$ cat src/design/msf_consts.svh
// constants for the monitor status flag block
`ifndef MSF_CONSTS_SVH
`define MSF_CONSTS_SVH
// ----------------------------------------
// register indices (byte address = index * 4)
// ----------------------------------------
`define MSF_IDX_PRIM      8'h41
`define MSF_IDX_SEC       8'h42
`define MSF_IDX_IRQ_ST    8'h44
`define MSF_IDX_IRQ_MASK  8'h45
// ----------------------------------------
// field positions
// ----------------------------------------
`define MSF_B_CORE        1
`define MSF_B_SUPPLY      2
`define MSF_B_REM1        4
`define MSF_B_LOCAL       5
`define MSF_B_REM2        6
`define MSF_B_SUMMARY     7
`define MSF_B_OVT         1
`define MSF_B_FAN_ONE_FAULT        2
`define MSF_B_SHARED      5
`define MSF_B_DIODE1      6
`define MSF_B_DIODE2      7
`define MSF_B_EV_PRIM     0
`define MSF_B_EV_SEC      1
// ----------------------------------------
// reset values and implemented-bit masks
// ----------------------------------------
`define MSF_RST_PRIM      8'h00
`define MSF_RST_SEC       8'h00
`define MSF_RST_IRQ       2'h0
`define MSF_MASK_PRIM     8'h76
`define MSF_MASK_SEC      8'hFE
// ----------------------------------------
// bus responses
// ----------------------------------------
`define MSF_RESP_OKAY     2'h0
`define MSF_RESP_SLVERR   2'h2
`endif

$ cat src/design/msf_pkg.sv
// types for the monitor status flag block
package msf_pkg;
   // shared pin function, gray along tach -> gpio -> timer
   typedef enum logic [1:0] {
      MSF_PIN_TACH  = 2'h0,
      MSF_PIN_GPIO  = 2'h1,
      MSF_PIN_TIMER = 2'h3
   } msf_pin_mode_t;
endpackage

$ cat src/design/msf_status_flags.sv
// out-of-limit status flags with an axi4-lite register slave
//
// Design decision made here: register access over AXI4-Lite.
`timescale 1ns/1ps
`default_nettype none
`include "msf_consts.svh"
module msf_status_flags #(
   parameter int ADDR_W = 12,
   parameter int RD_W   = 8,
   parameter int TACH_W = 16
) (
   // clock and reset
   input  wire logic                    sys_clk,
   input  wire logic                    nrst,
   // axi4-lite write address and data
   input  wire logic [ADDR_W-1:0]       s_axi_awaddr,
   input  wire logic                    s_axi_awvalid,
   output logic                         s_axi_awready,
   input  wire logic [31:0]             s_axi_wdata,
   input  wire logic [3:0]              s_axi_wstrb,
   input  wire logic                    s_axi_wvalid,
   output logic                         s_axi_wready,
   // axi4-lite write response
   output logic [1:0]                   s_axi_bresp,
   output logic                         s_axi_bvalid,
   input  wire logic                    s_axi_bready,
   // axi4-lite read
   input  wire logic [ADDR_W-1:0]       s_axi_araddr,
   input  wire logic                    s_axi_arvalid,
   output logic                         s_axi_arready,
   output logic [31:0]                  s_axi_rdata,
   output logic [1:0]                   s_axi_rresp,
   output logic                         s_axi_rvalid,
   input  wire logic                    s_axi_rready,
   // readings and limits: core, supply, remote one, local, remote two
   input  wire logic [4:0][RD_W-1:0]    mon_reading,
   input  wire logic [4:0][RD_W-1:0]    mon_low_limit,
   input  wire logic [4:0][RD_W-1:0]    mon_high_limit,
   // fan tach counts and minimum-speed limits, fans one to four
   input  wire logic [3:0][TACH_W-1:0]  tach_count,
   input  wire logic [3:0][TACH_W-1:0]  tach_min_limit,
   // fan drive outputs running: fan_drive_one, two, fan_drive_three
   input  wire logic [2:0]              fan_drive_on,
   // overtemperature and diode conditions
   input  wire logic                    overtemp_exceeded,
   input  wire logic                    overtemp_below_hyst,
   input  wire logic                    overtemp_timer_over,
   input  wire logic [1:0]              diode_fault,
   // shared pin function and gpio drive
   input  wire logic [1:0]              shared_pin_mode,
   output logic                         shared_pin_o,
   output logic                         shared_pin_oe,
   // interrupt
   output logic                         irq
);
   // ----------------------------------------
   // decode helpers
   // ----------------------------------------
   function automatic logic hit(input logic [ADDR_W-1:0] a, input logic [7:0] idx);
      hit = (a == ADDR_W'({idx, 2'h0}));
   endfunction

   // ----------------------------------------
   // state
   // ----------------------------------------
   logic [7:0]        prim_r;
   logic [7:0]        prim_nxt;
   logic [7:0]        sec_r;
   logic [7:0]        sec_nxt;
   logic              gpio_level_r;
   logic [1:0]        irq_st_r;
   logic [1:0]        irq_st_nxt;
   logic [1:0]        irq_mask_r;
   logic              aw_have_r;
   logic              w_have_r;
   logic [ADDR_W-1:0] awaddr_r;
   logic [31:0]       wdata_r;
   logic [3:0]        wstrb_r;
   logic              bvalid_r;
   logic [1:0]        bresp_r;
   logic              rvalid_r;
   logic [31:0]       rdata_r;
   logic [1:0]        rresp_r;

   // ----------------------------------------
   // limit comparison
   // ----------------------------------------
   wire [4:0] viol;
   wire [3:0] fan_slow;
   genvar gi;
   generate
      for (gi = 0; gi < 5; gi++) begin : g_mon
         assign viol[gi] = (mon_reading[gi] > mon_high_limit[gi]) ||
                           (mon_reading[gi] <= mon_low_limit[gi]);
      end
      // a minimum of all zeros or all ones disables the check
      for (gi = 0; gi < 4; gi++) begin : g_fan
         assign fan_slow[gi] = (tach_count[gi] > tach_min_limit[gi]) &&
                               (tach_min_limit[gi] != '0) &&
                               (tach_min_limit[gi] != '1);
      end
   endgenerate

   wire mode_gpio  = (shared_pin_mode == msf_pkg::MSF_PIN_GPIO);
   wire mode_timer = (shared_pin_mode == msf_pkg::MSF_PIN_TIMER);
   wire mode_tach  = !mode_gpio && !mode_timer;

   wire [2:0] fan_cond = fan_slow[2:0] & fan_drive_on;
   wire       fan4_cond = fan_slow[3] && fan_drive_on[2] && mode_tach;
   wire       timer_cond = overtemp_timer_over && mode_timer;
   wire       shared_cond = fan4_cond || timer_cond;

   wire [7:0] cond_p = {1'b0, viol[4], viol[3], viol[2],
                        1'b0, viol[1], viol[0], 1'b0};
   wire [7:0] cond_s = {diode_fault[1], diode_fault[0], shared_cond,
                        fan_cond, overtemp_exceeded, 1'b0};

   // a flag may clear on read only once its cause is gone
   wire [7:0] clrok_p = ~cond_p;
   wire [7:0] clrok_s = {~cond_s[7:2],
                         overtemp_below_hyst && !overtemp_exceeded,
                         1'b1};

   // ----------------------------------------
   // bus decode
   // ----------------------------------------
   wire ar_hs   = s_axi_arvalid && s_axi_arready;
   wire do_wr   = aw_have_r && w_have_r && !bvalid_r;
   wire rd_prim = ar_hs && hit(s_axi_araddr, `MSF_IDX_PRIM);
   wire rd_sec  = ar_hs && hit(s_axi_araddr, `MSF_IDX_SEC);
   wire rd_ist  = hit(s_axi_araddr, `MSF_IDX_IRQ_ST);
   wire rd_imsk = hit(s_axi_araddr, `MSF_IDX_IRQ_MASK);
   wire wr_prim = hit(awaddr_r, `MSF_IDX_PRIM);
   wire wr_sec  = hit(awaddr_r, `MSF_IDX_SEC);
   wire wr_ist  = hit(awaddr_r, `MSF_IDX_IRQ_ST);
   wire wr_imsk = hit(awaddr_r, `MSF_IDX_IRQ_MASK);
   wire wr_ok   = wr_prim || wr_sec || wr_ist || wr_imsk;
   wire rd_ok   = hit(s_axi_araddr, `MSF_IDX_PRIM) ||
                  hit(s_axi_araddr, `MSF_IDX_SEC) || rd_ist || rd_imsk;
   wire gpio_wr = do_wr && wr_sec && wstrb_r[0] && mode_gpio;

   // ----------------------------------------
   // flag registers
   // ----------------------------------------
   // in gpio mode the shared bit holds the pin level instead of a flag
   wire [7:0] sec_keep = mode_gpio ? ~(8'h01 << `MSF_B_SHARED) : 8'hFF;
   wire [7:0] sec_view = mode_gpio ?
                         (sec_r | (8'(gpio_level_r) << `MSF_B_SHARED)) : sec_r;
   wire [7:0] prim_view = (prim_r & `MSF_MASK_PRIM) |
                          (8'(|sec_view) << `MSF_B_SUMMARY);

   // set beats a clear landing in the same cycle
   assign prim_nxt = (cond_p | (prim_r & ~({8{rd_prim}} & clrok_p)))
                     & `MSF_MASK_PRIM;
   assign sec_nxt  = (cond_s | (sec_r & ~({8{rd_sec}} & clrok_s)))
                     & `MSF_MASK_SEC & sec_keep;

   always_ff @(posedge sys_clk or negedge nrst) begin
      if (!nrst) begin
         prim_r <= `MSF_RST_PRIM;
         sec_r  <= `MSF_RST_SEC;
      end else begin
         prim_r <= prim_nxt;
         sec_r  <= sec_nxt;
      end
   end

   always_ff @(posedge sys_clk or negedge nrst) begin
      if (!nrst) begin
         gpio_level_r <= 1'b0;
      end else if (gpio_wr) begin
         gpio_level_r <= wdata_r[`MSF_B_SHARED];
      end
   end

   assign shared_pin_o  = gpio_level_r;
   assign shared_pin_oe = mode_gpio;

   // ----------------------------------------
   // interrupt status and mask
   // ----------------------------------------
   wire [1:0] ev = {|(sec_nxt & ~sec_r), |(prim_nxt & ~prim_r)};
   wire [1:0] w1c = (do_wr && wr_ist && wstrb_r[0]) ? wdata_r[1:0] : 2'h0;
   assign irq_st_nxt = ev | (irq_st_r & ~w1c);

   always_ff @(posedge sys_clk or negedge nrst) begin
      if (!nrst) begin
         irq_st_r   <= `MSF_RST_IRQ;
         irq_mask_r <= `MSF_RST_IRQ;
      end else begin
         irq_st_r <= irq_st_nxt;
         if (do_wr && wr_imsk && wstrb_r[0]) begin
            irq_mask_r <= wdata_r[1:0];
         end
      end
   end

   // a set mask bit silences its source, so every source is live after reset
   assign irq = |(irq_st_r & ~irq_mask_r);

   // ----------------------------------------
   // axi4-lite write channel
   // ----------------------------------------
   assign s_axi_awready = !aw_have_r && !bvalid_r;
   assign s_axi_wready  = !w_have_r && !bvalid_r;
   assign s_axi_bvalid  = bvalid_r;
   assign s_axi_bresp   = bresp_r;

   always_ff @(posedge sys_clk or negedge nrst) begin
      if (!nrst) begin
         aw_have_r <= 1'b0;
         awaddr_r  <= '0;
      end else if (s_axi_awvalid && s_axi_awready) begin
         aw_have_r <= 1'b1;
         awaddr_r  <= s_axi_awaddr;
      end else if (do_wr) begin
         aw_have_r <= 1'b0;
      end
   end

   always_ff @(posedge sys_clk or negedge nrst) begin
      if (!nrst) begin
         w_have_r <= 1'b0;
         wdata_r  <= '0;
         wstrb_r  <= '0;
      end else if (s_axi_wvalid && s_axi_wready) begin
         w_have_r <= 1'b1;
         wdata_r  <= s_axi_wdata;
         wstrb_r  <= s_axi_wstrb;
      end else if (do_wr) begin
         w_have_r <= 1'b0;
      end
   end

   always_ff @(posedge sys_clk or negedge nrst) begin
      if (!nrst) begin
         bvalid_r <= 1'b0;
         bresp_r  <= `MSF_RESP_OKAY;
      end else if (do_wr) begin
         bvalid_r <= 1'b1;
         bresp_r  <= wr_ok ? `MSF_RESP_OKAY : `MSF_RESP_SLVERR;
      end else if (s_axi_bready) begin
         bvalid_r <= 1'b0;
      end
   end

   // ----------------------------------------
   // axi4-lite read channel
   // ----------------------------------------
   // data is captured at the address edge, so the read-clear acts on what was seen
   wire [31:0] rd_mux = hit(s_axi_araddr, `MSF_IDX_PRIM) ? {24'h0, prim_view} :
                        hit(s_axi_araddr, `MSF_IDX_SEC)  ? {24'h0, sec_view}  :
                        rd_ist  ? {30'h0, irq_st_r}   :
                        rd_imsk ? {30'h0, irq_mask_r} : 32'h0;

   assign s_axi_arready = !rvalid_r;
   assign s_axi_rvalid  = rvalid_r;
   assign s_axi_rdata   = rdata_r;
   assign s_axi_rresp   = rresp_r;

   always_ff @(posedge sys_clk or negedge nrst) begin
      if (!nrst) begin
         rvalid_r <= 1'b0;
         rdata_r  <= 32'h0;
         rresp_r  <= `MSF_RESP_OKAY;
      end else if (ar_hs) begin
         rvalid_r <= 1'b1;
         rdata_r  <= rd_mux;
         rresp_r  <= rd_ok ? `MSF_RESP_OKAY : `MSF_RESP_SLVERR;
      end else if (s_axi_rready) begin
         rvalid_r <= 1'b0;
      end
   end
endmodule // msf_status_flags
`default_nettype wire

$ cat config.mk
export PLATFORM = sky130hd
export DESIGN_NAME = msf_status_flags
export DESIGN_NICKNAME = d
export VERILOG_FILES = /design/src/design/msf_pkg.sv /design/src/design/msf_status_flags.sv
export VERILOG_INCLUDE_DIRS = /design/src /design/src/design
export SDC_FILE = /design/constraint.sdc
export NUM_CORES = 1
export LEC_CHECK = 0
export ABC_CLOCK_PERIOD_IN_PS = 3200
export BUFFER_PORTS_ARGS = -buffer_cell sky130_fd_sc_hd__buf_2
export CAP_MARGIN = 25
export CORE_MARGIN = 5
export CORE_UTILIZATION = 27
export CTS_CLUSTER_SIZE = 25
export DETAILED_ROUTE_END_ITERATION = 6
export PLACE_DENSITY = 0.56
export RECOVER_POWER = 50
export SKIP_LAST_GASP = 1
export SYNTH_ARGS = -nofsm -noshare
export SYNTH_HDL_FRONTEND = slang
export SYNTH_SLANG_ARGS = --single-unit
$ cat constraint.sdc
create_clock -name sys_clk -period 3.2 [get_ports sys_clk]
set_input_delay 0.64 -clock sys_clk [delete_from_list [all_inputs] [get_ports sys_clk]]
set_output_delay 0.64 -clock sys_clk [all_outputs]
set_load 0.05 [all_outputs]
==> results of run 1 <==
## kinds of logic after synthesis
kind of cell / count (synthesis)
buf+inv: 181
mux: 19
flops: 47
xor+xnor: 2
compound gates: 149
other cells: 1
fa+ha+maj: 144
simple gates: 223
## through the flow
step / instance area [um^2] / util
floorplan: 6290 / -
global placement: 8030 / 0.354
detailed placement: 8030 / 0.354
CTS: 8200 / 0.362
global route: 8180 / 0.361
finish: 8190 / 0.362
## Yosys cell counts (3+ instances only)
cell and instances:
a221oi_1 4, a221o_1 3, o211ai_1 10, nand2_1 43, or4_1 7, inv_1 150, buf_4 26, nand2b_1 3
nor3_1 4, mux2_2 19, ha_1 144, nor2b_1 13, dfrtp_1 47, a31oi_1 3, a21oi_1 61, nand4_1 56
clkbuf_1 3, nand3_1 18, a22oi_1 3, o22ai_1 4, a211oi_1 3, a41oi_1 3, o21ai_0 24, and4b_1 3
a21o_1 14, nor4_1 21, a211o_1 4, nor2_1 34
## final cells by class
cell class	count	area, um^2	share of cell area
antenna	2	5.00	0.000611
clock buffer	5	125	0.0153
clock inverter	3	47.5	0.00581
inverter	150	563	0.0688
multi-input combinational	563	4330	0.529
sequential	47	1180	0.144
tap	285	357	0.0436
timing repair buffer	316	1590	0.194
## registers in the layout (all words and copies together), names as in the netlist, 2 cells and up
name / cells
awaddr_r: 12
wdata_r: 3
prim_r: 5
irq_st_r: 2
sec_r: 7
irq_mask_r: 2
s_axi_rdata: 8
## worst max-delay path: cells and delay by family
family | cells | cell delay [ns]
AO/OA/AOI/OAI | 3 | 0.93
buffers and inverters | 3 | 0.34
adder cells (fa/ha/maj) | 1 | 0.31
AND/OR/NAND/NOR | 3 | 0.29
## power by group through the flow
stage	sequential (mW)	clock (mW)	combinational, mW
2_1_floorplan	0.878	0	0.752
3_3_place_gp	0.845	0	1.16
3_5_place_dp	0.849	0	1.18
4_1_cts	0.839	0.641	1.19
5_1_grt	0.856	0.665	1.31
6_report	0.835	0.627	1.16
## metal layers
metal  up-vias  part of all wire  wire length [um]
met1      2824              0.42              8470
li1       3343                 -                 -
met2       217              0.49              9820
met4         6             0.012               233
met3        19             0.077              1550
met5         -            0.0020                41
## worst max-delay path by stage
stage,from,end,slack (ns),cells past startpoint
floorplan,tach_min_limit[23],irq_st_r[1],0.96,8
detailed placement,tach_min_limit[23],irq_st_r[1],0.51,10
global route,tach_min_limit[23],irq_st_r[1],0.65,10
finish,tach_min_limit[23],irq_st_r[1],0.84,10
global placement,tach_min_limit[23],irq_st_r[1],0.50,10
CTS,tach_min_limit[23],irq_st_r[1],0.82,10
==> impl_metrics.py, run 1 <==
metrics = {
    "drt": {
        "via_per_inst": 4.67,
        "routed_wl_um": 20100,
        "num_vias": 6409,
        "ant_nets": 0,
        "first_pass_iters": 4,
        "wl_per_cell_um": 14.7,
        "drc": 0,
        "drt_iter0_drc": 244,
    },
    "die": {
        "rows": 55,
        "start_util": 0.274,
        "die_h_um": 162,
        "die-width_um": 162,
        "dieArea_um2": 26100,
        "num_io_pins": 369,
        "core_um2": 22600,
    },
    "min_path": {
        "hold_path.startpoint": "s_axi_rdata[3]",
        "whs_endpoint": "s_axi_rdata[3]",
        "hold_class": "flip-flop to flip-flop",
        "hold_depth": 2,
    },
    "pwr": {
        "combinationalPowerShare": 0.442,
        "p_per_area_nw_per_um2": 320,
        "power_switching_mw": 1.01,
        "p_clk_frac": 0.239,
        "total_power_mw": 2.62,
        "ir_drop_mv": 0.259,
        "intPower_mw": 1.61,
        "swShare": 0.385,
        "p_leak_nw": 4.59,
        "seqPwrFrac": 0.318,
    },
    "layout": {
        "final_common_cell": "buf_2",
        "layout_common_cells": "buf_2, inv_1, ha_1",
        "area_growth_pct": 32.0,
        "final_nets": 1552,
        "drive_gt1_frac": 0.320,
        "fin_cells": 1371,
        "fillers": 2441,
    },
    "clocking": {
        "clk_latency_ns": 0.29,
        "clock_path_buffers": 2,
        "cts_hold_buf": 0,
        "post-cts-setup-buffer-count": 0,
        "cts_tree": "yes",
        "post_cts_resized": 0,
        "cts_made_buffers": 5,
        "clock-root-buffer": "clkbuf_16",
        "cts_sinks": 47,
        "clkTransAtPathRegs_ns": 0.07,
        "htree_levels": 2,
    },
    "grt": {
        "grt_use_met2": 0.264,
        "grt_first_pass_wirelength_um": 31500,
        "grt_max_degree": 26,
        "gr-total-overflow": 0,
        "grt_pass1_vias": 6652,
        "grt_usage": 0.146,
        "gr-usage-met3": 0.0373,
        "grt_antenna_before_repair": 5,
        "use_met1": 0.176,
        "grt-busiest-layer": "met2",
    },
    "sta": {
        "min_period_ns": 2.36,
        "setup_tns_ns": 0,
        "setup_viol": 0,
        "timing.hold.ws_ns": 0.471,
        "slew_headroom": 0.125,
        "tightest_slew_ns": 1.31,
        "fmax_ghz": 0.424,
        "grt_setup_unrepaired": "no",
        "final_hold_viol_count": 0,
        "finClkSkew_ns": 0.00396,
        "final.period_utilization": 0.737,
        "setup_slack_ns": 0.843,
        "final_max_slew_viol_count": 0,
    },
    "synth": {
        "ys_seq_area_frac": 0.190,
        "synthTopCellsByArea": "ha_1, dfrtp_1, inv_1, nand4_1, a21oi_1",
        "synth_top_family_by_area": "adder cells",
        "yosysUniqueCellTypes": 58,
        "synth_compound_area_frac": 0.151,
        "async_reset_ff_frac": 1.00,
        "syn_area_per_cell_um2": 8.09,
        "yosysTopAreaCell": "ha_1",
        "synth_simple_gate_area_frac": 0.204,
        "synth_area_um2": 6200,
        "synthCells": 766,
        "ys_ff_latch": 47,
        "synth_ff_type": "dfrtp_1",
        "yosysTopAreaCellShare": 0.291,
        "synth-edff-count": 0,
        "synthAdderAreaFrac": 0.291,
        "yosysWarnings": 0,
        "synthXorXnorAreaFrac": 0.00283,
        "muxShareOfSynthArea": 0.0345,
    },
    "critical_path": {
        "reg2reg_depth": 6,
        "crit_chain": "buf_2, inv_1, ha_1, a21oi_1, nand3_1, a221o_1, o311ai_0, buf_4, nor2_1, nand4b_1",
        "critPathArrivalTime_ns": 2.53,
        "required_ns": 3.37,
        "worstSetupEndpointType": "flip-flop",
        "cp_slowest_cell": "o311ai_0",
        "crit_fanout": 4,
        "start_kind": "input port",
        "max_stage_delay_ns": 0.43,
        "r2r_end": "irq_st_r[0]",
        "r2r_start": "s_axi_bvalid",
        "r2r_setup_slack_ns": 0.91,
        "path_class": "input port to flip-flop",
    },
    "outcome": {
        "status": "finished clean",
    },
    "place": {
        "globalplace.congestion": 0.855,
        "dp.cells": 1361,
        "port_buffers": 310,
        "hpwl_um": 18400,
        "place_worst_setup_slack_ns": 0.512,
    },
    "flow_run": {
        "maxCapViolCount": 0,
    },
}
(Power assumes the default switching activity.)
==> run 2: changes to the inputs <==
ABC_CLOCK_PERIOD_IN_PS = 2000   (was 3200)
PLACE_DENSITY = 0.58   (was 0.56)
clock period = 2 ns   (was 3.2 ns; I/O delays follow)
==> run 2 against run 1 <==
Net effect:
- the run now ends with negative setup slack left
- count of clock-buffer cells in the layout rose by 1
- clock skew rose by 0.0017 ns
- largest power group unchanged
- final cell count rose by 7.4%
- first-iteration DRC count fell by 9.0%
- final area rose by 9.8%
- highest routed layer unchanged
- wire length rose by 5.6%
- worst hold slack got worse by 0.19 ns
- combinational power rose by 85%
- total power rose by 69%
- worst setup slack got worse by 0.96 ns
==> impl_metrics.py, run 2 (synthesis gave the netlist of run 1 again) <==
metrics = {
    "outcome": {
        "violations": "negative setup slack",
        "status": "finished, violations left",
    },
    "min_path": {
        "whs_endpoint": "s_axi_rvalid",
        "hold_class": "input port to flip-flop",
        "hold_depth": 2,
        "hold_path.startpoint": "s_axi_rready",
    },
    "flow_run": {
        "maxCapViolCount": 0,
    },
    "grt": {
        "grt_pass1_vias": 6829,
        "grt_usage": 0.153,
        "grt_max_degree": 48,
        "grt_first_pass_wirelength_um": 32800,
        "gr-total-overflow": 0,
        "grt_antenna_before_repair": 5,
    },
    "critical_path": {
        "path_class": "flip-flop to flip-flop",
        "r2r_setup_slack_ns": -0.11,
        "crit_chain": "nor4b_4, nand4_2, nor4b_4, nand2_1, a211oi_1, or4b_1",
        "max_stage_delay_ns": 0.46,
        "crit_fanout": 2,
        "crit_buf_inv": 0,
        "crit_top_cell": "nor4b_4",
        "r2r_start": "awaddr_r[1]",
        "reg2reg_depth": 6,
        "cpLargestDelayFamily": "simple AND/OR/NAND/NOR gates",
        "cp_slowest_cell": "or4b_1",
        "worstSetupEndpointType": "flip-flop",
        "start_kind": "flip-flop",
        "critPathArrivalTime_ns": 2.27,
        "required_ns": 2.16,
        "r2r_end": "irq_st_r[0]",
    },
    "clocking": {
        "clock_path_buffers": 2,
        "cts_tree": "yes",
        "clkTransAtPathRegs_ns": 0.07,
        "clk_latency_ns": 0.29,
        "cts_sinks": 47,
        "cts_hold_buf": 0,
        "htree_levels": 2,
        "clock-root-buffer": "clkbuf_16",
        "cts_made_buffers": 5,
    },
    "sta": {
        "final_max_slew_viol_count": 0,
        "setup_viol": 1,
        "final_hold_viol_count": 0,
        "finClkSkew_ns": 0.00567,
        "grt_setup_unrepaired": "yes",
        "final.period_utilization": 1.06,
        "fmax_ghz": 0.473,
        "min_period_ns": 2.11,
        "setup_slack_ns": -0.112,
        "slew_headroom": 0.186,
        "tightest_slew_ns": 1.22,
    },
    "layout": {
        "layout_common_cells": "buf_2, inv_1, ha_1",
        "area_growth_pct": 44.9,
        "final_util": 0.397,
        "largest-register": "awaddr_r",
        "fillers": 2371,
        "drive_gt1_frac": 0.381,
        "final_common_cell": "buf_2",
        "largest_reg_flops": 12,
        "final_nets": 1652,
    },
    "drt": {
        "drt_iter0_drc": 222,
        "via_per_inst": 4.63,
        "drc": 0,
        "wl_per_cell_um": 14.4,
        "routed_wl_um": 21300,
        "num_vias": 6817,
        "ant_nets": 0,
        "first_pass_iters": 4,
    },
    "die": {
        "dieArea_um2": 26100,
        "die-width_um": 162,
        "die_h_um": 162,
        "core_um2": 22600,
        "rows": 55,
        "start_util": 0.274,
        "num_io_pins": 369,
    },
    "place": {
        "place_worst_setup_slack_ns": -0.491,
        "globalplace.congestion": 0.889,
        "hpwl_um": 19400,
        "port_buffers": 310,
    },
    "pwr": {
        "ir_drop_mv": 0.402,
        "p_per_area_nw_per_um2": 494,
        "p_leak_nw": 5.07,
    },
}
==> run 2: cell types whose count changed in the layout (fill, tap and decap cells not counted), sizes merged <==
cell,previous run,this run
inv,151,149
buf,312,410
diode,2,3
clkinvlp,0,1
clkbuf,9,12
==> run 2: worst max-delay path by stage <==
stage | startpoint | to | cells after the start
after floorplan | s_axi_bvalid | irq_st_r[0] | 7
after global placement | tach_min_limit[23] | irq_st_r[1] | 10
after detailed placement | tach_min_limit[23] | irq_st_r[1] | 10
after CTS | awaddr_r[1] | irq_st_r[0] | 6
after global routing | awaddr_r[1] | irq_st_r[0] | 6
final | awaddr_r[1] | irq_st_r[0] | 6
==> run 2: per-layer routing <==
| layer | GRT usage | vias to the layer above | wire [um] |
|---|---|---|---|
| met1 | 0.180 | 2998 | 8690 |
| met3 | 0.0398 | 22 | 1710 |
| met2 | 0.283 | 229 | 10500 |
| met5 | 0 | - | 48 |
| met4 | 0.0260 | 8 | 263 |
| li1 | - | 3560 | - |
==> run 2: metrics by stage <==
stage               hold slack [ns]  instance area (um^2)  std cells  total power [mW]  setup TNS (ns)
global placement              0.451                  8770       1459              3.45           -1.34
CTS                           0.240                  8980       1468              4.51          -0.129
global route                  0.281                  8980       1469              4.78          -0.275
floorplan                     0.104                  6300        791              2.61          -0.142
detailed placement            0.453                  8770       1459              3.49           -1.49
finish                        0.285                  8980       1472              4.44          -0.112
==> run 2: cell type report <==
cell class                 instances  area (um^2)  area share
multi-input combinational        563         4370       0.486
timing repair buffer             416         2330       0.260
clock buffer                       6          139      0.0155
inverter                         150          564      0.0628
tap                              285          357      0.0397
antenna                            3         7.51    0.000836
sequential                        47         1180       0.131
clock inverter                     2         35.0     0.00390
==> run 2: power breakdown <==
group	switching, mW	total [mW]	internal, mW	leakage, nW
registers	0.144	1.32	1.17	0.526
logic	1.14	2.15	1.01	4.46
clock network	0.357	0.979	0.622	0.0869
==> run 2: repair_timing <==
action	4_1_cts	5_1_grt
setup buffers	1	1
setup endpoints to repair	2	2
resized for setup	4	4
pin swaps	3	5
==> run 3: changes to the inputs <==
CORE_MARGIN = default   (was 5)
CTS_BUF_LIST = sky130_fd_sc_hd__clkbuf_4 sky130_fd_sc_hd__clkbuf_8 sky130_fd_sc_hd__clkbuf_16   (was default)
==> run 3 against run 2 <==
Net effect:
- the run still ends with negative setup slack left
- combinational power shrank 2%
- register-to-register slack improved by 0.03 ns
- final cell count decreased by 0.61%
- wire length is 7.9% lower
- count of clock-buffer cells in the layout increased by 1
- sequential power hardly changed
- largest power group unchanged
==> impl_metrics.py, run 3 (synthesis gave the netlist of run 1 again) <==
metrics = {
    "sta": {
        "fmax_ghz": 0.480,
        "slew_headroom": 0.262,
        "setup_slack_ns": -0.0814,
        "final_hold_viol_count": 0,
        "grt_setup_unrepaired": "yes",
        "tightest_slew_ns": 1.11,
        "timing.hold.ws_ns": 0.278,
        "final.period_utilization": 1.04,
        "setup_viol": 1,
        "final_max_slew_viol_count": 0,
        "min_period_ns": 2.08,
        "finClkSkew_ns": 0.00475,
    },
    "die": {
        "rows": 55,
        "num_io_pins": 369,
        "die-width_um": 154,
        "start_util": 0.275,
        "core_um2": 22600,
        "die_h_um": 154,
        "dieArea_um2": 23600,
    },
    "clocking": {
        "cts_sinks": 47,
        "clkTransAtPathRegs_ns": 0.06,
        "clock_path_buffers": 2,
        "clk_latency_ns": 0.28,
        "clock-root-buffer": "clkbuf_16",
        "htree_levels": 2,
        "cts_made_buffers": 5,
        "cts_tree": "yes",
    },
    "grt": {
        "grt_antenna_before_repair": 2,
        "grt_first_pass_wirelength_um": 31600,
        "grt_pass1_vias": 6803,
        "grt_usage": 0.164,
        "gr-total-overflow": 0,
        "grt_max_degree": 22,
    },
    "place": {
        "place_worst_setup_slack_ns": -0.302,
        "port_buffers": 310,
        "hpwl_um": 18000,
        "globalplace.congestion": 0.886,
        "dp.cells": 1453,
    },
    "drt": {
        "wl_per_cell_um": 13.4,
        "num_vias": 6776,
        "routed_wl_um": 19600,
        "drt_iter0_drc": 234,
        "drc": 0,
        "ant_nets": 0,
        "via_per_inst": 4.63,
        "first_pass_iters": 4,
    },
    "layout": {
        "largest-register": "awaddr_r",
        "area_growth_pct": 43.7,
        "fin_cells": 1463,
        "drive_gt1_frac": 0.378,
        "largest_reg_flops": 12,
        "final_util": 0.395,
        "final_nets": 1645,
        "layout_common_cells": "buf_2, inv_1, ha_1",
        "final_common_cell": "buf_2",
    },
    "critical_path": {
        "required_ns": 2.16,
        "cp_slowest_cell": "or4b_1",
        "r2r_start": "awaddr_r[1]",
        "crit_fanout": 2,
        "worstSetupEndpointType": "flip-flop",
        "path_class": "flip-flop to flip-flop",
        "r2r_setup_slack_ns": -0.08,
        "reg2reg_depth": 6,
        "crit_chain": "nor4b_4, nand4_2, nor4b_4, nand2_1, a211oi_1, or4b_1",
        "crit_top_cell": "nor4b_4",
        "max_stage_delay_ns": 0.45,
        "start_kind": "flip-flop",
        "r2r_end": "irq_st_r[0]",
        "critPathArrivalTime_ns": 2.24,
    },
    "flow_run": {
        "maxCapViolCount": 0,
    },
    "pwr": {
        "power_switching_mw": 1.60,
        "p_leak_nw": 5.02,
        "ir_drop_mv": 0.313,
        "swShare": 0.377,
        "combinationalPowerShare": 0.496,
        "p_per_area_nw_per_um2": 477,
        "p_clk_frac": 0.193,
        "intPower_mw": 2.64,
        "seqPwrFrac": 0.311,
        "total_power_mw": 4.25,
    },
    "outcome": {
        "violations": "negative setup slack",
        "status": "finished, violations left",
    },
    "min_path": {
        "whs_endpoint": "s_axi_bvalid",
        "hold_depth": 2,
        "hold_path.startpoint": "s_axi_bready",
        "hold_class": "input port to flip-flop",
    },
}
[run 3: changes by cell type in the layout (fill, tap and decap cells not counted), moves of 2 or more]
cell,change
a2111oi_1,-2
buf_4,-8
clkbuf_1,+2
clkbuf_4,+2
[run 3: per-layer routing]
metal	share of wire	GRT usage	up-vias
li1	-	-	3536
met1	0.42	0.189	2997
met2	0.50	0.312	222
met3	0.065	0.0318	19
met4	0.016	0.0333	2
met5	0.00066	0	-
[run 3: power by group through the flow]
stage,Sequential (mW),Combinational [mW],Clock (mW)
floorplan,1.41,1.20,0
global placement,1.33,2.09,0
detailed placement,1.33,2.12,0
CTS,1.32,2.14,0.837
global route,1.35,2.36,0.866
finish,1.32,2.11,0.819
[run 3: worst max-delay path by stage]
stage | start | endpoint | slack [ns] | cells past startpoint
2_1_floorplan | s_axi_bvalid | irq_st_r[0] | -0.05 | 7
4_1_cts | awaddr_r[1] | irq_st_r[0] | -0.14 | 6
6_report | awaddr_r[1] | irq_st_r[0] | -0.08 | 6
3_3_place_gp | tach_count[23] | irq_st_r[1] | -0.34 | 9
5_1_grt | awaddr_r[1] | irq_st_r[0] | -0.21 | 6
3_5_place_dp | tach_count[23] | irq_st_r[1] | -0.30 | 9
[run 3: timing repair]
item / in CTS / in global routing
setup endpoints to repair: 2 / 2
setup buffers: 0 / 1
hold buffers: 0 / 0
resized for setup: 2 / 7
pin swaps: 1 / 0
[run 3: critical path: cells and delay by family, from the launching register on]
family / cells / cell delay [ns]
AOI/OAI and AO/OA: 1 / 0.21
and+or+nand+nor: 5 / 1.35
DFF: 1 / 0.40
[run 3: area by class of cell]
| class | count | area [um^2] |
|---|---|---|
| tap | 285 | 357 |
| multi-input combinational | 563 | 4390 |
| fill | 2354 | 13700 |
| inverter | 150 | 567 |
| antenna | 2 | 5.00 |
| sequential | 47 | 1180 |
| clock buffer | 7 | 140 |
| timing repair buffer | 409 | 2280 |
[run 3: through the flow]
stage	TNS, ns	area (um^2)
floorplan	-0.142	6300
global placement	-1.49	8720
detailed placement	-1.67	8720
CTS	-0.136	8870
global route	-0.212	8900
finish	-0.0814	8910
